`src/hdl/bsc_regs.svh`:
```
// Constants of the boundary-scan chain: lengths, cell positions, codes and timing counts.
`ifndef BSC_REGS_SVH
`define BSC_REGS_SVH
`define BSC_CHAIN_LEN   213
`define BSC_CHAIN_LAST  212
`define BSC_IR_W        4
`define BSC_IR_EXTEST   4'h0
`define BSC_IR_SAMPLE   4'h1
`define BSC_IR_PRELOAD  4'h2
`define BSC_IR_IDCODE   4'h3
`define BSC_IR_BYPASS   4'hF
`define BSC_IR_CAPTURE  4'h1
`define BSC_ID_W        32
`define BSC_OE_A0_CELL  89
`define BSC_OE_A8_CELL  72
`define BSC_OE_A16_CELL 55
`define BSC_OE_D0_CELL  34
`define BSC_OE_WR_CELL  12
`define BSC_ACT_LOW_CYC 2'h2
`endif

```
`src/hdl/bsc_pkg.sv`:
```
// Types shared by the boundary-scan modules.
`default_nettype none
`include "bsc_regs.svh"
package bsc_pkg;
	typedef enum logic [3:0] {
		BSC_TLR    = 4'h0, BSC_RTI    = 4'h1, BSC_SEL_DR = 4'h2, BSC_CAP_DR = 4'h3,
		BSC_SH_DR  = 4'h4, BSC_EX1_DR = 4'h5, BSC_PA_DR  = 4'h6, BSC_EX2_DR = 4'h7,
		BSC_UP_DR  = 4'h8, BSC_SEL_IR = 4'h9, BSC_CAP_IR = 4'hA, BSC_SH_IR  = 4'hB,
		BSC_EX1_IR = 4'hC, BSC_PA_IR  = 4'hD, BSC_EX2_IR = 4'hE, BSC_UP_IR  = 4'hF
	} bsc_tap_state_t;
	typedef enum logic [3:0] {
		BSC_EXTEST  = `BSC_IR_EXTEST,
		BSC_SAMPLE  = `BSC_IR_SAMPLE,
		BSC_PRELOAD = `BSC_IR_PRELOAD,
		BSC_IDCODE  = `BSC_IR_IDCODE,
		BSC_BYPASS  = `BSC_IR_BYPASS
	} bsc_instr_t;
endpackage
`default_nettype wire

```
`src/hdl/bsc_tap_if.sv`:
```
// Link between the scan core and its TAP state machine.
`timescale 1ns/1ps
`default_nettype none
interface bsc_tap_if;
	import bsc_pkg::*;
	logic           step;
	logic           tms;
	logic           hold;
	bsc_tap_state_t state;
	modport ctrl (input step, input tms, input hold, output state);
	modport core (output step, output tms, output hold, input state);
endinterface
`default_nettype wire

```
`src/hdl/bsc_tap_fsm.sv`:
```
// TAP controller state machine, advanced once per sampled rising test-clock edge.
`timescale 1ns/1ps
`default_nettype none
module bsc_tap_fsm
	import bsc_pkg::*;
(
	// Clock and reset.
	input wire logic sys_clk,
	input wire logic rstn,
	// Scan core side.
	bsc_tap_if.ctrl  tap
);
	bsc_tap_state_t state_q;
	bsc_tap_state_t state_d;

	assign tap.state = state_q;

	always_comb begin
		unique case (state_q)
			BSC_TLR:    state_d = tap.tms ? BSC_TLR    : BSC_RTI;
			BSC_RTI:    state_d = tap.tms ? BSC_SEL_DR : BSC_RTI;
			BSC_SEL_DR: state_d = tap.tms ? BSC_SEL_IR : BSC_CAP_DR;
			BSC_CAP_DR: state_d = tap.tms ? BSC_EX1_DR : BSC_SH_DR;
			BSC_SH_DR:  state_d = tap.tms ? BSC_EX1_DR : BSC_SH_DR;
			BSC_EX1_DR: state_d = tap.tms ? BSC_UP_DR  : BSC_PA_DR;
			BSC_PA_DR:  state_d = tap.tms ? BSC_EX2_DR : BSC_PA_DR;
			BSC_EX2_DR: state_d = tap.tms ? BSC_UP_DR  : BSC_SH_DR;
			BSC_UP_DR:  state_d = tap.tms ? BSC_SEL_DR : BSC_RTI;
			BSC_SEL_IR: state_d = tap.tms ? BSC_TLR    : BSC_CAP_IR;
			BSC_CAP_IR: state_d = tap.tms ? BSC_EX1_IR : BSC_SH_IR;
			BSC_SH_IR:  state_d = tap.tms ? BSC_EX1_IR : BSC_SH_IR;
			BSC_EX1_IR: state_d = tap.tms ? BSC_UP_IR  : BSC_PA_IR;
			BSC_PA_IR:  state_d = tap.tms ? BSC_EX2_IR : BSC_PA_IR;
			BSC_EX2_IR: state_d = tap.tms ? BSC_UP_IR  : BSC_SH_IR;
			BSC_UP_IR:  state_d = tap.tms ? BSC_SEL_DR : BSC_RTI;
		endcase
	end

	// While the port is not activated the machine sits in reset.
	always_ff @(posedge sys_clk) begin
		if (!rstn || tap.hold) begin
			state_q <= BSC_TLR;
		end else if (tap.step) begin
			state_q <= state_d;
		end
	end
endmodule // bsc_tap_fsm
`default_nettype wire

```
`src/hdl/bsc_scan_top.sv`:
```
// Boundary-scan test access port: activation, instruction and data registers, chain.
`timescale 1ns/1ps
`default_nettype none
module bsc_scan_top
	import bsc_pkg::*;
#(
	parameter logic [`BSC_ID_W-1:0] ID_VALUE = 32'h1234_5679 // Arbitrary value.
) (
	// Clock and reset.
	input  wire logic                      sys_clk,
	input  wire logic                      rstn,
	// Device reset pin, sampled for activation.
	input  wire logic                      dev_reset_pin_n,
	// Test link pins.
	input  wire logic                      tck,
	input  wire logic                      tms,
	input  wire logic                      tdi,
	output var  logic                      tdo,
	output var  logic                      tdo_oe,
	// Pad and core side.
	input  wire logic [`BSC_CHAIN_LEN-1:0] cell_obs,
	output var  logic [`BSC_CHAIN_LEN-1:0] cell_upd,
	output var  logic                      extest_mode,
	output var  logic                      tap_active,
	output var  logic [2:0]                addr_oe,
	output var  logic                      data_oe,
	output var  logic                      strobe_oe
);
	function automatic logic is_bsr(input logic [`BSC_IR_W-1:0] code);
		return code == BSC_EXTEST || code == BSC_SAMPLE || code == BSC_PRELOAD;
	endfunction

	bsc_tap_if tap ();

	logic [3:0]                sync1_q;
	logic [3:0]                sync2_q;
	logic                      tck_prev_q;
	logic                      rst_prev_q;
	logic [1:0]                low_cnt_q;
	logic                      active_q;
	logic [`BSC_IR_W-1:0]      ir_sr_q;
	logic [`BSC_IR_W-1:0]      ir_q;
	logic [`BSC_ID_W-1:0]      id_sr_q;
	logic                      byp_q;
	logic [`BSC_CHAIN_LEN-1:0] bsr_q;
	logic [`BSC_CHAIN_LEN-1:0] upd_q;
	logic                      tdo_q;
	logic                      tdo_oe_q;
	logic                      extest_q;

	wire tck_s  = sync2_q[0];
	wire tdi_s  = sync2_q[2];
	wire rst_s  = sync2_q[3];
	wire rise   = tck_s && !tck_prev_q;
	wire fall   = !tck_s && tck_prev_q;
	wire sel_bsr = is_bsr(ir_q);
	wire sel_id  = ir_q == BSC_IDCODE;
	wire sel_byp = !sel_bsr && !sel_id;
	wire st_tlr  = tap.state == BSC_TLR;
	wire st_capd = tap.state == BSC_CAP_DR;
	wire st_shd  = tap.state == BSC_SH_DR;
	wire st_capi = tap.state == BSC_CAP_IR;
	wire st_shi  = tap.state == BSC_SH_IR;
	wire bsr_cap = rise && sel_bsr && st_capd;
	wire bsr_sh  = rise && sel_bsr && st_shd;
	wire upd_en  = fall && sel_bsr && tap.state == BSC_UP_DR;
	wire ir_load = fall && tap.state == BSC_UP_IR;
	wire act_rel = rst_s && !rst_prev_q;
	wire [`BSC_CHAIN_LEN-1:0] bsr_in = {bsr_q[`BSC_CHAIN_LAST-1:0], tdi_s};
	wire dr_out = sel_bsr ? bsr_q[`BSC_CHAIN_LAST] : (sel_id ? id_sr_q[0] : byp_q);

	assign tap.step = rise;
	assign tap.tms  = sync2_q[1];
	assign tap.hold = !active_q;

	bsc_tap_fsm u_fsm (
		.sys_clk (sys_clk),
		.rstn    (rstn),
		.tap     (tap)
	);

	// The test clock is far slower than sys_clk, so edges are found by sampling.
	always_ff @(posedge sys_clk) begin
		sync1_q    <= {dev_reset_pin_n, tdi, tms, tck};
		sync2_q    <= sync1_q;
		tck_prev_q <= tck_s;
		rst_prev_q <= rst_s;
	end

	// Counts system clocks with the test clock low while the reset pin is held.
	always_ff @(posedge sys_clk) begin
		if (!rstn || tck_s || rst_s) begin
			low_cnt_q <= 2'h0;
		end else if (low_cnt_q != `BSC_ACT_LOW_CYC) begin
			low_cnt_q <= low_cnt_q + 2'h1;
		end
	end

	always_ff @(posedge sys_clk) begin
		if (!rstn) begin
			active_q <= 1'b0;
		end else if (act_rel) begin
			active_q <= low_cnt_q == `BSC_ACT_LOW_CYC;
		end
	end

	// Instruction shift and update; reset selects the identification register.
	always_ff @(posedge sys_clk) begin
		if (!rstn || st_tlr) begin
			ir_sr_q <= `BSC_IR_CAPTURE;
			ir_q    <= BSC_IDCODE;
		end else begin
			if (rise && st_capi) begin
				ir_sr_q <= `BSC_IR_CAPTURE;
			end else if (rise && st_shi) begin
				ir_sr_q <= {tdi_s, ir_sr_q[`BSC_IR_W-1:1]};
			end
			if (ir_load) begin
				ir_q <= ir_sr_q;
			end
		end
	end

	always_ff @(posedge sys_clk) begin
		if (!rstn) begin
			id_sr_q <= ID_VALUE;
			byp_q   <= 1'b0;
		end else begin
			if (rise && sel_id && st_capd) begin
				id_sr_q <= ID_VALUE;
			end else if (rise && sel_id && st_shd) begin
				id_sr_q <= {tdi_s, id_sr_q[`BSC_ID_W-1:1]};
			end
			if (rise && sel_byp && st_capd) begin
				byp_q <= 1'b0;
			end else if (rise && sel_byp && st_shd) begin
				byp_q <= tdi_s;
			end
		end
	end

	// Every cell observes and drives, so one capture and one update stage per cell.
	for (genvar i = 0; i < `BSC_CHAIN_LEN; i++) begin : g_cell
		always_ff @(posedge sys_clk) begin
			if (!rstn) begin
				bsr_q[i] <= 1'b0;
				upd_q[i] <= 1'b0;
			end else begin
				if (bsr_cap) begin
					bsr_q[i] <= cell_obs[i];
				end else if (bsr_sh) begin
					bsr_q[i] <= bsr_in[i];
				end
				if (upd_en) begin
					upd_q[i] <= bsr_q[i];
				end
			end
		end
	end

	// TDO moves on the falling edge so the tester samples a settled bit on the rise.
	always_ff @(posedge sys_clk) begin
		if (!rstn) begin
			tdo_q    <= 1'b0;
			tdo_oe_q <= 1'b0;
			extest_q <= 1'b0;
		end else begin
			if (fall) begin
				tdo_q    <= st_shi ? ir_sr_q[0] : dr_out;
				tdo_oe_q <= st_shi || st_shd;
			end
			extest_q <= ir_q == BSC_EXTEST;
		end
	end

	assign tdo         = tdo_q;
	assign tdo_oe      = tdo_oe_q;
	assign cell_upd    = upd_q;
	assign extest_mode = extest_q;
	assign tap_active  = active_q;
	assign addr_oe     = {upd_q[`BSC_OE_A16_CELL], upd_q[`BSC_OE_A8_CELL], upd_q[`BSC_OE_A0_CELL]};
	assign data_oe     = upd_q[`BSC_OE_D0_CELL];
	assign strobe_oe   = upd_q[`BSC_OE_WR_CELL];
endmodule // bsc_scan_top
`default_nettype wire

```
`config.mk`:
```
export PLATFORM = sky130hd
export DESIGN_NAME = bsc_scan_top
export DESIGN_NICKNAME = d
export VERILOG_FILES = /design/src/hdl/bsc_pkg.sv /design/src/hdl/bsc_tap_if.sv /design/src/hdl/bsc_tap_fsm.sv /design/src/hdl/bsc_scan_top.sv
export VERILOG_INCLUDE_DIRS = /design/src /design/src/hdl
export SDC_FILE = /design/constraint.sdc
export NUM_CORES = 1
export LEC_CHECK = 0
export BUFFER_PORTS_ARGS = -buffer_cell sky130_fd_sc_hd__buf_2
export CAP_MARGIN = 40
export CORE_MARGIN = 2
export CORE_UTILIZATION = 25
export DETAILED_ROUTE_END_ITERATION = 8
export SLEW_MARGIN = 25
export SYNTH_ARGS = -nofsm -noshare
export SYNTH_HDL_FRONTEND = slang
export SYNTH_SLANG_ARGS = --single-unit
export TNS_END_PERCENT = 100
```
`constraint.sdc`:
```
create_clock -name sys_clk -period 2.72 [get_ports sys_clk]
set_clock_uncertainty 0.05 [all_clocks]
set_input_delay 0.272 -clock sys_clk [delete_from_list [all_inputs] [get_ports sys_clk]]
set_output_delay 0.272 -clock sys_clk [all_outputs]
set_load 0.02 [all_outputs]
```
==> results of run 1 <==
## timing repair
action,CTS,global route
hold buffers,173,0
hold endpoints to repair,175,0
setup buffers,0,0
## Yosys cell counts (2+ instances only)
| library cell | instances | area (um^2) |
|---|---|---|
| dfxtp_1 | 487 | 9750 |
| nand2_1 | 456 | 1710 |
| nor2_1 | 229 | 860 |
| a21oi_1 | 221 | 1110 |
| o22ai_1 | 218 | 1360 |
| o22a_1 | 213 | 1870 |
| clkbuf_1 | 163 | 612 |
| buf_2 | 32 | 160 |
| mux2i_1 | 19 | 190 |
| a211oi_1 | 11 | 82.6 |
| a22o_1 | 9 | 78.8 |
| o21ai_0 | 9 | 45.0 |
| nor2b_1 | 8 | 50.1 |
| buf_1 | 7 | 26.3 |
| buf_4 | 6 | 45.0 |
| nand2b_1 | 4 | 25.0 |
| a211o_1 | 3 | 26.3 |
| a31oi_1 | 3 | 18.8 |
| inv_1 | 3 | 11.3 |
| nand4b_1 | 3 | 26.3 |
| a211oi_2 | 2 | 25.0 |
| buf_6 | 2 | 22.5 |
| nand3b_1 | 2 | 15.0 |
| nand4_1 | 2 | 12.5 |
| or3_1 | 2 | 12.5 |
| or3b_2 | 2 | 17.5 |
## layout by cell type, fill, tap and decap left out, types with 19 or more instances in the layout
cell type,Yosys,final
o22ai_1,218,218
nand2_1,456,456
mux2i_1,19,19
buf_2,32,440
clkbuf_16,0,55
o22a_1,213,213
dfxtp_1,487,487
buf_4,6,27
nor2_1,229,229
buf_12,0,20
dlygate4sd3_1,0,173
a21oi_1,221,221
## flip-flops by register name, indices dropped and copies added (netlist names)
register and cells:
tck_prev_q 1, bsr_q 1, extest_mode 1, sync1_q 4, tap_active 1, byp_q 1
bsr_in 212, cell_upd 208, low_cnt_q 2, rst_prev_q 1, tdo_oe 1, data_oe 1
addr_oe 3, u_fsm.tap.state 4, ir_sr_q 4, sync2_q 4, ir_q 4, id_sr_q 32
strobe_oe 1, tdo 1
## stage by stage
| step | instance area [um^2] | hold WS, ns | instances |
|---|---|---|---|
| floorplan | 18400 | 0.250 | 2141 |
| global placement | 21500 | 0.261 | 3376 |
| detailed placement | 21600 | 0.262 | 3377 |
| CTS | 25200 | 0.000108 | 3648 |
| global route | 25200 | 0.0170 | 3656 |
| finish | 25200 | 0.0303 | 3657 |
## cell families (layout without fill, tap and decap cells)
kind of cell,after synthesis,count (layout)
adders and majority gates,1,1
AOI/OAI and AO/OA,698,698
other,0,9
buffers and inverters,214,762
and+or+nand+nor,720,720
DFF,487,487
muxes,19,19
xor gates and xnor gates,2,2
## worst max-delay path, delay by kind of cell, from the launching register on
kind | cells | cell delay (ns)
compound gates | 2 | 0.52
buf+inv | 2 | 0.54
flops | 1 | 0.63
simple gates | 2 | 0.50
## layer usage
layer  up-vias  share of wire, %
met3       146               5.7
met2       480                46
li1       8584                 -
met5         -              0.14
met1      8268                44
met4        12               4.2
## power by group through the flow
stage	logic [W]	clock network [W]	registers, W
global placement	0.000337	0	0.00731
CTS	0.000548	0.00805	0.00715
floorplan	0.000115	0	0.00731
detailed placement	0.000333	0	0.00731
global route	0.000588	0.00832	0.00715
finish	0.000546	0.00785	0.00715
## worst max-delay path by stage
stage,to,depth (start not counted)
after floorplan,id_sr_q[0]$_SDFFE_PP1P_,7
after global placement,bsr_in[154]$_SDFFE_PN0P_,6
after detailed placement,id_sr_q[3]$_SDFFE_PP1P_,4
after CTS,id_sr_q[7]$_SDFFE_PP0P_,5
after global routing,bsr_in[12]$_SDFFE_PN0P_,6
final,bsr_in[29]$_SDFFE_PN0P_,6
## area by class of cell
class | count | area (um^2) | share of cell area [%]
diodes | 9 | 22.5 | 0.0893
clock buffers | 72 | 1550 | 6.15
clock inverters | 26 | 360 | 1.43
inverters | 4 | 22.5 | 0.0893
multi-input cells | 1440 | 7780 | 30.9
flip-flops and latches | 487 | 9750 | 38.7
well taps | 959 | 1200 | 4.76
repair buffers | 660 | 4540 | 18.0
==> results.yml, run 1 <==
run_status:
  status: "finished, final reports clean"
timing:
  final.setup.worst_slack_ns: 0.312
  period_minus_slack_ns: 2.41
  relSlewSlack_pct: 47.4
  finalCritPeriodShare_pct: 88.5
  worst_slew_pin_slew_ns: 0.789
  hold_viol: 0
  rsz0062_at_grt: "false"
  clock.fmax_mhz: 415
  setup_violations: 0
  slew_violations: 0
  setup_tns_ns: 0
global_routing:
  overflow: 0
  grt_pass1_vias: 16400
  grt_max_degree: 146
  met3_usage_pct: 3.43
  antenna_found_initial: 16
  grtUsageMet2_pct: 23.9
  met1_usage_pct: 20.1
  grt-busiest-layer: "met2"
  grt_pass1_wl_um: 94100
  gr-usage-all-layers_pct: 15.3
setup_path:
  rrSetupSlack_ns: 0.31
  cp.arrival_ns: 2.88
  crit_path_cell_trace: "nand3b_1, a211oi_4, buf_12, buf_4, o22ai_1, nor2_1"
  cp_data_required_time_ns: 3.19
  startpoint: "u_fsm.tap.state[0]$_SDFFE_PP0P_"
  critPathLaunchType: "register"
  critPathKind: "reg2reg"
  r2r-end: "bsr_in[29]$_SDFFE_PN0P_"
  worst-r2r-cell-count: 6
  cp_max_fo: 46
  r2r_start: "u_fsm.tap.state[0]$_SDFFE_PP0P_"
  end_kind: "register"
  critPathMaxStageDelay_ns: 0.63
  slowest_stage: "dfxtp_1"
worst_hold_path:
  min-delay-start: "cell_obs[127]"
  worstHoldPathType: "in2reg"
  min_path_cells: 4
  min_to: "bsr_in[128]$_SDFFE_PN0P_"
clock_tree:
  clk_latency_ns: 0.59
  cts_buffer_depth: 3
  cts_max_level: 2
  cts_sinks: 487
  cts_buffers: 55
  cts_tree: "done"
  cts-root-buf: "clkbuf_16"
  cts_resized: 0
  clkTransAtPathRegs_ns: 0.06
synth:
  synthMuxAreaShare_pct: 1.03
  synth_compound_area_share_pct: 25.5
  synthAdderAreaFrac_pct: 0.0681
  synth_area_mm2: 0.0184
  ys_types: 51
  synth_top_flop_cell: "dfxtp_1"
  synth_edf_count: 0
  synth_top_family_by_area: "compound AO/OA/AOI/OAI gates"
  synthSimpleGateAreaFrac_pct: 15.4
  ys_seq_elements: 487
  syn_inst: 2141
  postSynthAreaPerCell_um2: 8.58
  synthArstFlopShare_pct: 0
  yosysWarnings: 0
  synth_xor_area_share_pct: 0.0953
  synth-seq-area-share_pct: 53.1
  synthesis.nets: 2361
power_and_ir_drop:
  p_switching_w: 0.00334
  ir_drop_v: 0.000418
  pwr-share-seq_pct: 46.0
  powerDensity_mw_per_mm2: 617
  p_clk_share_pct: 50.5
  power_switching_share_pct: 21.5
  p_int_w: 0.0122
  combPwrFrac_pct: 3.5
  power.total_w: 0.0156
  p_leak_nw: 9.59
routing:
  drc: 0
  drt-pass1-iter-count: 5
  wl_per_cell_um: 16.9
  vias_per_cell: 4.78
  wirelength_um: 61700
  routed-via-count: 17500
  drt-initial-drc-count: 1040
  drtAntennaViolNets: 0
placement:
  place_ws_ns: 0.365
  port_buffers: 440
  dp_hpwl_um: 39400
  gp_congestion: 0.791
floorplanning:
  fp.coreArea_mm2: 0.0728
  initial_core_util_pct: 25.2
  die_h_um: 275
  num_rows: 99
  dieArea_mm2: 0.0757
  io_pins: 441
  die_w_um: 275
final_layout:
  fillers: 7569
  finish.utilization_pct: 34.6
  layout-drive-gt1-share_pct: 22.0
  nets: 2868
  area.growth.synth_to_final_pct: 37.3
run:
  max_cap_viol_count: 0
Note: power is estimated with default switching activity, not from simulation.
==> run 2, diff against run 1 <==
--- a/config.mk
+++ b/config.mk
@@ -15,4 +15,3 @@
 export SYNTH_ARGS = -nofsm -noshare
 export SYNTH_HDL_FRONTEND = slang
 export SYNTH_SLANG_ARGS = --single-unit
-export TNS_END_PERCENT = 100
==> constraint.sdc (replaced) <==
create_clock -name sys_clk -period 2.72 [get_ports sys_clk]
set_clock_uncertainty 0.05 [all_clocks]
set_input_delay 0.544 -clock sys_clk [delete_from_list [all_inputs] [get_ports sys_clk]]
set_output_delay 0.544 -clock sys_clk [all_outputs]
set_load 0.02 [all_outputs]
==> run 2 against run 1 <==
  * Via count fell by 4.7%
  * First-iteration DRC count fell by 7.5%
  * Final cell count fell by 4.4%
  * Power fell by 5.2%
  * Flip-flop and latch count did not move
  * Final area fell by 7.1%
  * Combinational power fell by 37%
  * Non-clock buffer count fell by 167
  * Critical path depth did not move
  * Die area did not move
  * Fmax rose by 0.32%
  * Global-route usage fell by 0.34 points
  * Largest cell class unchanged
  * Largest power group unchanged
  * Highest routed layer unchanged
==> results.yml, run 2 (synthesis results as in run 1) <==
run:
  max_cap_viol_count: 0
final_layout:
  fillers: 7748
  layout_common_cells: "dfxtp_1 (487), nand2_1 (456), buf_2 (440), nor2_1 (229), a21oi_1 (221)"
  layout-drive-gt1-share_pct: 23.2
  largest_reg_flops: 212
  multi_input_area_mm2: 0.00778
  finish.utilization_pct: 32.2
  nets: 2702
  layout_commonest_cell: "dfxtp_1"
  seqCellArea_mm2: 0.00975
  final_area_mm2: 0.0234
  area.growth.synth_to_final_pct: 27.5
floorplanning:
  num_rows: 99
  die_h_um: 275
  dieArea_mm2: 0.0757
  initial_core_util_pct: 25.2
  fp.coreArea_mm2: 0.0728
  io_pins: 441
  die_w_um: 275
placement:
  dp_hpwl_um: 39200
  port_buffers: 440
  dpl_cell_area_mm2: 0.0216
  gp_congestion: 0.780
setup_path:
  critPathLaunchType: "register"
  path_buf_inv: 2
  crit_path_cell_trace: "nand3b_1, a211oi_4, buf_12, buf_4, o22ai_1, nor2_1"
  critPathKind: "reg2reg"
  cp_max_fo: 33
  end_kind: "register"
  cp_data_required_time_ns: 3.18
  slowest_stage: "dfxtp_1"
  r2r_start: "u_fsm.tap.state[0]$_SDFFE_PP0P_"
  crit_family: "flip-flops"
  critPathMaxStageDelay_ns: 0.63
  cp.arrival_ns: 2.86
  startpoint: "u_fsm.tap.state[0]$_SDFFE_PP0P_"
clock_tree:
  clk_latency_ns: 0.58
  cts_buffers: 56
  cts_buffer_depth: 3
  cts_sinks: 487
  post_cts_buffers: 0
  cts-root-buf: "clkbuf_16"
  cts_max_level: 2
  clkTransAtPathRegs_ns: 0.06
  cts_resized: 0
  cts_tree: "done"
routing:
  wirelength_um: 60300
  wl_per_cell_um: 17.2
  drtAntennaViolNets: 0
  routed-via-count: 16700
  vias_per_cell: 4.77
  drt-initial-drc-count: 962
  drt-pass1-iter-count: 5
  drc: 0
timing:
  setup_violations: 0
  clock.fmax_mhz: 417
  slew_violations: 0
  finalCritPeriodShare_pct: 88.2
  hold_slack_ns: 0.263
  relSlewSlack_pct: 48.8
  rsz0062_at_grt: "false"
  setup_tns_ns: 0
  period_minus_slack_ns: 2.40
  hold_viol: 0
  worst_slew_pin_slew_ns: 0.768
run_status:
  status: "finished, final reports clean"
power_and_ir_drop:
  powerDensity_mw_per_mm2: 629
  p_leak_nw: 8.81
  ir_drop_v: 0.000557
  power.total_w: 0.0147
worst_hold_path:
  worstHoldPathType: "in2reg"
  min-delay-start: "cell_obs[205]"
global_routing:
  grt_pass1_wl_um: 91200
  grt_max_degree: 119
  grt_pass1_vias: 15600
  gr-usage-all-layers_pct: 15.0
  antenna_found_initial: 24
  overflow: 0
-- run 2: area by class of cell --
| cell class | instances | share of cell area, % |
|---|---|---|
| tap | 959 | 5.12 |
| antenna | 17 | 0.182 |
| clock buffer | 85 | 7.13 |
| sequential | 487 | 41.6 |
| timing repair buffer | 493 | 12.3 |
| multi-input combinational | 1440 | 33.2 |
| inverter | 4 | 0.0961 |
| clock inverter | 11 | 0.400 |
-- run 2: layer usage --
layer	global-route usage, %	part of all wire [%]	vias up
li1	-	-	8234
met1	19.9	44	7874
met2	23.3	47	436
met3	3.42	5.7	111
met4	6.32	3.0	12
met5	0	0.11	-
-- run 2: where the power goes --
part	switching [W]	total [W]	internal (W)	leakage, nW
Combinational	0.000198	0.000343	0.000146	4.03
Sequential	0.0000107	0.00716	0.00714	3.93
Clock	0.00296	0.00725	0.00429	0.858
Total	0.00317	0.0147	0.0116	8.81
-- run 2: final timing paths --
path	end	slack, ns	depth (start not counted)
max	bsr_in[164]$_SDFFE_PN0P_	0.32	6
min	bsr_in[206]$_SDFFE_PN0P_	0.26	3
max reg2reg	bsr_in[164]$_SDFFE_PN0P_	0.32	6
min reg2reg	sync2_q[1]$_DFF_P_	0.28	0
-- run 2: repair_timing --
action,in CTS,in global routing
hold buffers,4,0
setup endpoints to repair,0,0
endpoints found under the hold margin,4,0
-- run 2: per-stage QoR --
step,instances,worst slack [ns]
2_1_floorplan,2141,0.565
3_3_place_gp,3378,0.409
3_5_place_dp,3379,0.366
4_1_cts,3479,0.356
5_1_grt,3495,0.185
6_report,3496,0.320
-- run 2: tightest hold or removal path, delay by kind of cell --
kind	cells	cell delay, ns
buffers and inverters	1	0.09
multiplexers	1	0.12
AO/OA/AOI/OAI	1	0.08
==> run 3, diff against run 2 <==
--- a/config.mk
+++ b/config.mk
@@ -9,8 +9,9 @@
 export BUFFER_PORTS_ARGS = -buffer_cell sky130_fd_sc_hd__buf_2
 export CAP_MARGIN = 40
 export CORE_MARGIN = 2
-export CORE_UTILIZATION = 25
+export CORE_UTILIZATION = 53
 export DETAILED_ROUTE_END_ITERATION = 8
+export PLACE_DENSITY = 0.79
 export SLEW_MARGIN = 25
 export SYNTH_ARGS = -nofsm -noshare
 export SYNTH_HDL_FRONTEND = slang
==> run 3 against run 2 <==
  * Sequential power hardly changed
  * Final area is 4.3% lower
  * Global-route usage is 13 points higher
  * Combinational power is 4% lower
  * Critical path depth is 1 lower
  * Clock-buffer cell count is 5 lower
  * Power is 4.5% lower
  * Non-clock buffer count is 15 lower
  * Clock power is 9.0% lower
  * Final cell count is 15% lower
  * Register-to-register slack better by 0.11 ns
  * Die area is 52% lower
  * Highest routed layer is now met4
==> results.yml, run 3 (synthesis results as in run 1) <==
timing:
  finalCritPeriodShare_pct: 84.3
  relSlewSlack_pct: 41.0
  hold_slack_ns: 0.0608
  period_minus_slack_ns: 2.29
  clock.fmax_mhz: 436
  hold_viol: 0
  worst_slew_pin_slew_ns: 0.885
  setup_violations: 0
  slew_violations: 0
  setup_tns_ns: 0
  rsz0062_at_grt: "false"
  final.setup.worst_slack_ns: 0.427
routing:
  drc: 0
  wl_per_cell_um: 18.2
  drtAntennaViolNets: 0
  wirelength_um: 54000
  drt-pass1-iter-count: 5
  routed-via-count: 17300
  drt-initial-drc-count: 1381
  vias_per_cell: 5.83
clock_tree:
  cts_resized: 0
  ctsHoldBuffers: 0
  cts_tree: "done"
  clk_latency_ns: 0.54
  cts_max_level: 2
  cts_sinks: 487
  post_cts_buffers: 0
  cts_buffer_depth: 3
  cts-root-buf: "clkbuf_16"
  clkTransAtPathRegs_ns: 0.06
  cts_buffers: 49
setup_path:
  rrSetupSlack_ns: 0.43
  r2r-end: "cell_upd[108]$_SDFFE_PN0P_"
  critPathLaunchType: "register"
  critPathKind: "reg2reg"
  worst-r2r-cell-count: 5
  end_kind: "register"
  r2r_start: "ir_q[1]$_SDFFE_PP1P_"
  cp_data_required_time_ns: 3.14
  cp_max_fo: 83
  cp.arrival_ns: 2.71
final_layout:
  fillers: 2868
  layout_common_cells: "dfxtp_1 (487), nand2_1 (456), buf_2 (440), nor2_1 (229), a21oi_1 (221)"
  layout-drive-gt1-share_pct: 22.5
  layout_commonest_cell: "dfxtp_1"
  area.growth.synth_to_final_pct: 22.1
  final_cells: 2966
  final_area_mm2: 0.0224
  nets: 2680
  largest_reg_flops: 212
placement:
  placedCellCount: 2863
  dpl_cell_area_mm2: 0.0208
  gp_congestion: 0.849
  place_ws_ns: 0.435
  dp_hpwl_um: 34100
  port_buffers: 440
worst_hold_path:
  min_to: "sync1_q[2]$_DFF_P_"
  min_path_cells: 1
  min-delay-start: "tdi"
  worstHoldPathType: "in2reg"
floorplanning:
  num_rows: 68
  die_h_um: 190
  initial_core_util_pct: 53.5
  fp.coreArea_mm2: 0.0344
  io_pins: 441
  dieArea_mm2: 0.0362
  die_w_um: 190
power_and_ir_drop:
  powerDensity_mw_per_mm2: 628
  ir_drop_v: 0.000463
  p_leak_nw: 8.63
global_routing:
  antenna_found_initial: 14
  grt_pass1_wl_um: 83500
  grt_max_degree: 162
  overflow: 0
  gr-usage-all-layers_pct: 28.0
  grt_pass1_vias: 16100
run_status:
  status: "finished, final reports clean"
run:
  max_cap_viol_count: 0
-- run 3: cell count changes in the layout (fill, tap and decap cells not counted), sizes merged --
cell,delta
clkbuf,-5
clkinv,-4
dlygate4sd3,-4
clkinvlp,-1
diode,-2
bufinv,+1
buf,-11
-- run 3: where the power goes --
part	internal, W	switching, W
sequential	0.00714	0.0000118
combinational	0.000135	0.000193
clock	0.00389	0.00271
-- run 3: metal layers --
metal | wire length [um] | vias up | track usage (%)
met5 | 0 | - | 0
met4 | 2310 | 0 | 13.4
met3 | 4260 | 144 | 5.30
met2 | 25700 | 762 | 45.4
met1 | 21700 | 8196 | 36.2
li1 | - | 8182 | -
-- run 3: layout make-up --
class	count	area [um^2]	share of cell area, %
flip-flops and latches	487	9750	43.5
inverters	4	22.5	0.100
diodes	15	37.5	0.167
repair buffers	478	2710	12.1
clock inverters	7	92.6	0.413
well taps	455	569	2.54
clock buffers	80	1480	6.61
multi-input cells	1440	7770	34.6
-- run 3: metrics by stage --
step                      power (W)  utilization, %
final                        0.0141            65.3
after global routing         0.0145            65.3
after CTS                    0.0142            65.1
after detailed placement    0.00763            60.5
after global placement      0.00763            60.5
after floorplan             0.00742               -
-- run 3: how the worst max path moves through the flow --
| stage | startpoint | end | cells after the start |
|---|---|---|---|
| 2_1_floorplan | u_fsm.tap.state[2]$_SDFFE_PP0P_ | id_sr_q[0]$_SDFFE_PP1P_ | 7 |
| 3_5_place_dp | ir_q[1]$_SDFFE_PP1P_ | cell_upd[108]$_SDFFE_PN0P_ | 5 |
| 3_3_place_gp | ir_q[1]$_SDFFE_PP1P_ | addr_oe[0]$_SDFFE_PN0P_ | 5 |
| 4_1_cts | ir_q[1]$_SDFFE_PP1P_ | cell_upd[90]$_SDFFE_PN0P_ | 5 |
| 5_1_grt | ir_q[1]$_SDFFE_PP1P_ | cell_upd[108]$_SDFFE_PN0P_ | 5 |
| 6_report | ir_q[1]$_SDFFE_PP1P_ | cell_upd[108]$_SDFFE_PN0P_ | 5 |
-- run 3: worst max-delay path, stage by stage (launching register included) --
cell      delay, ns
dfxtp_1        0.35
a211oi_1       0.56
and4_4         0.56
buf_12         0.36
nand2_1        0.11
a21oi_1        0.16
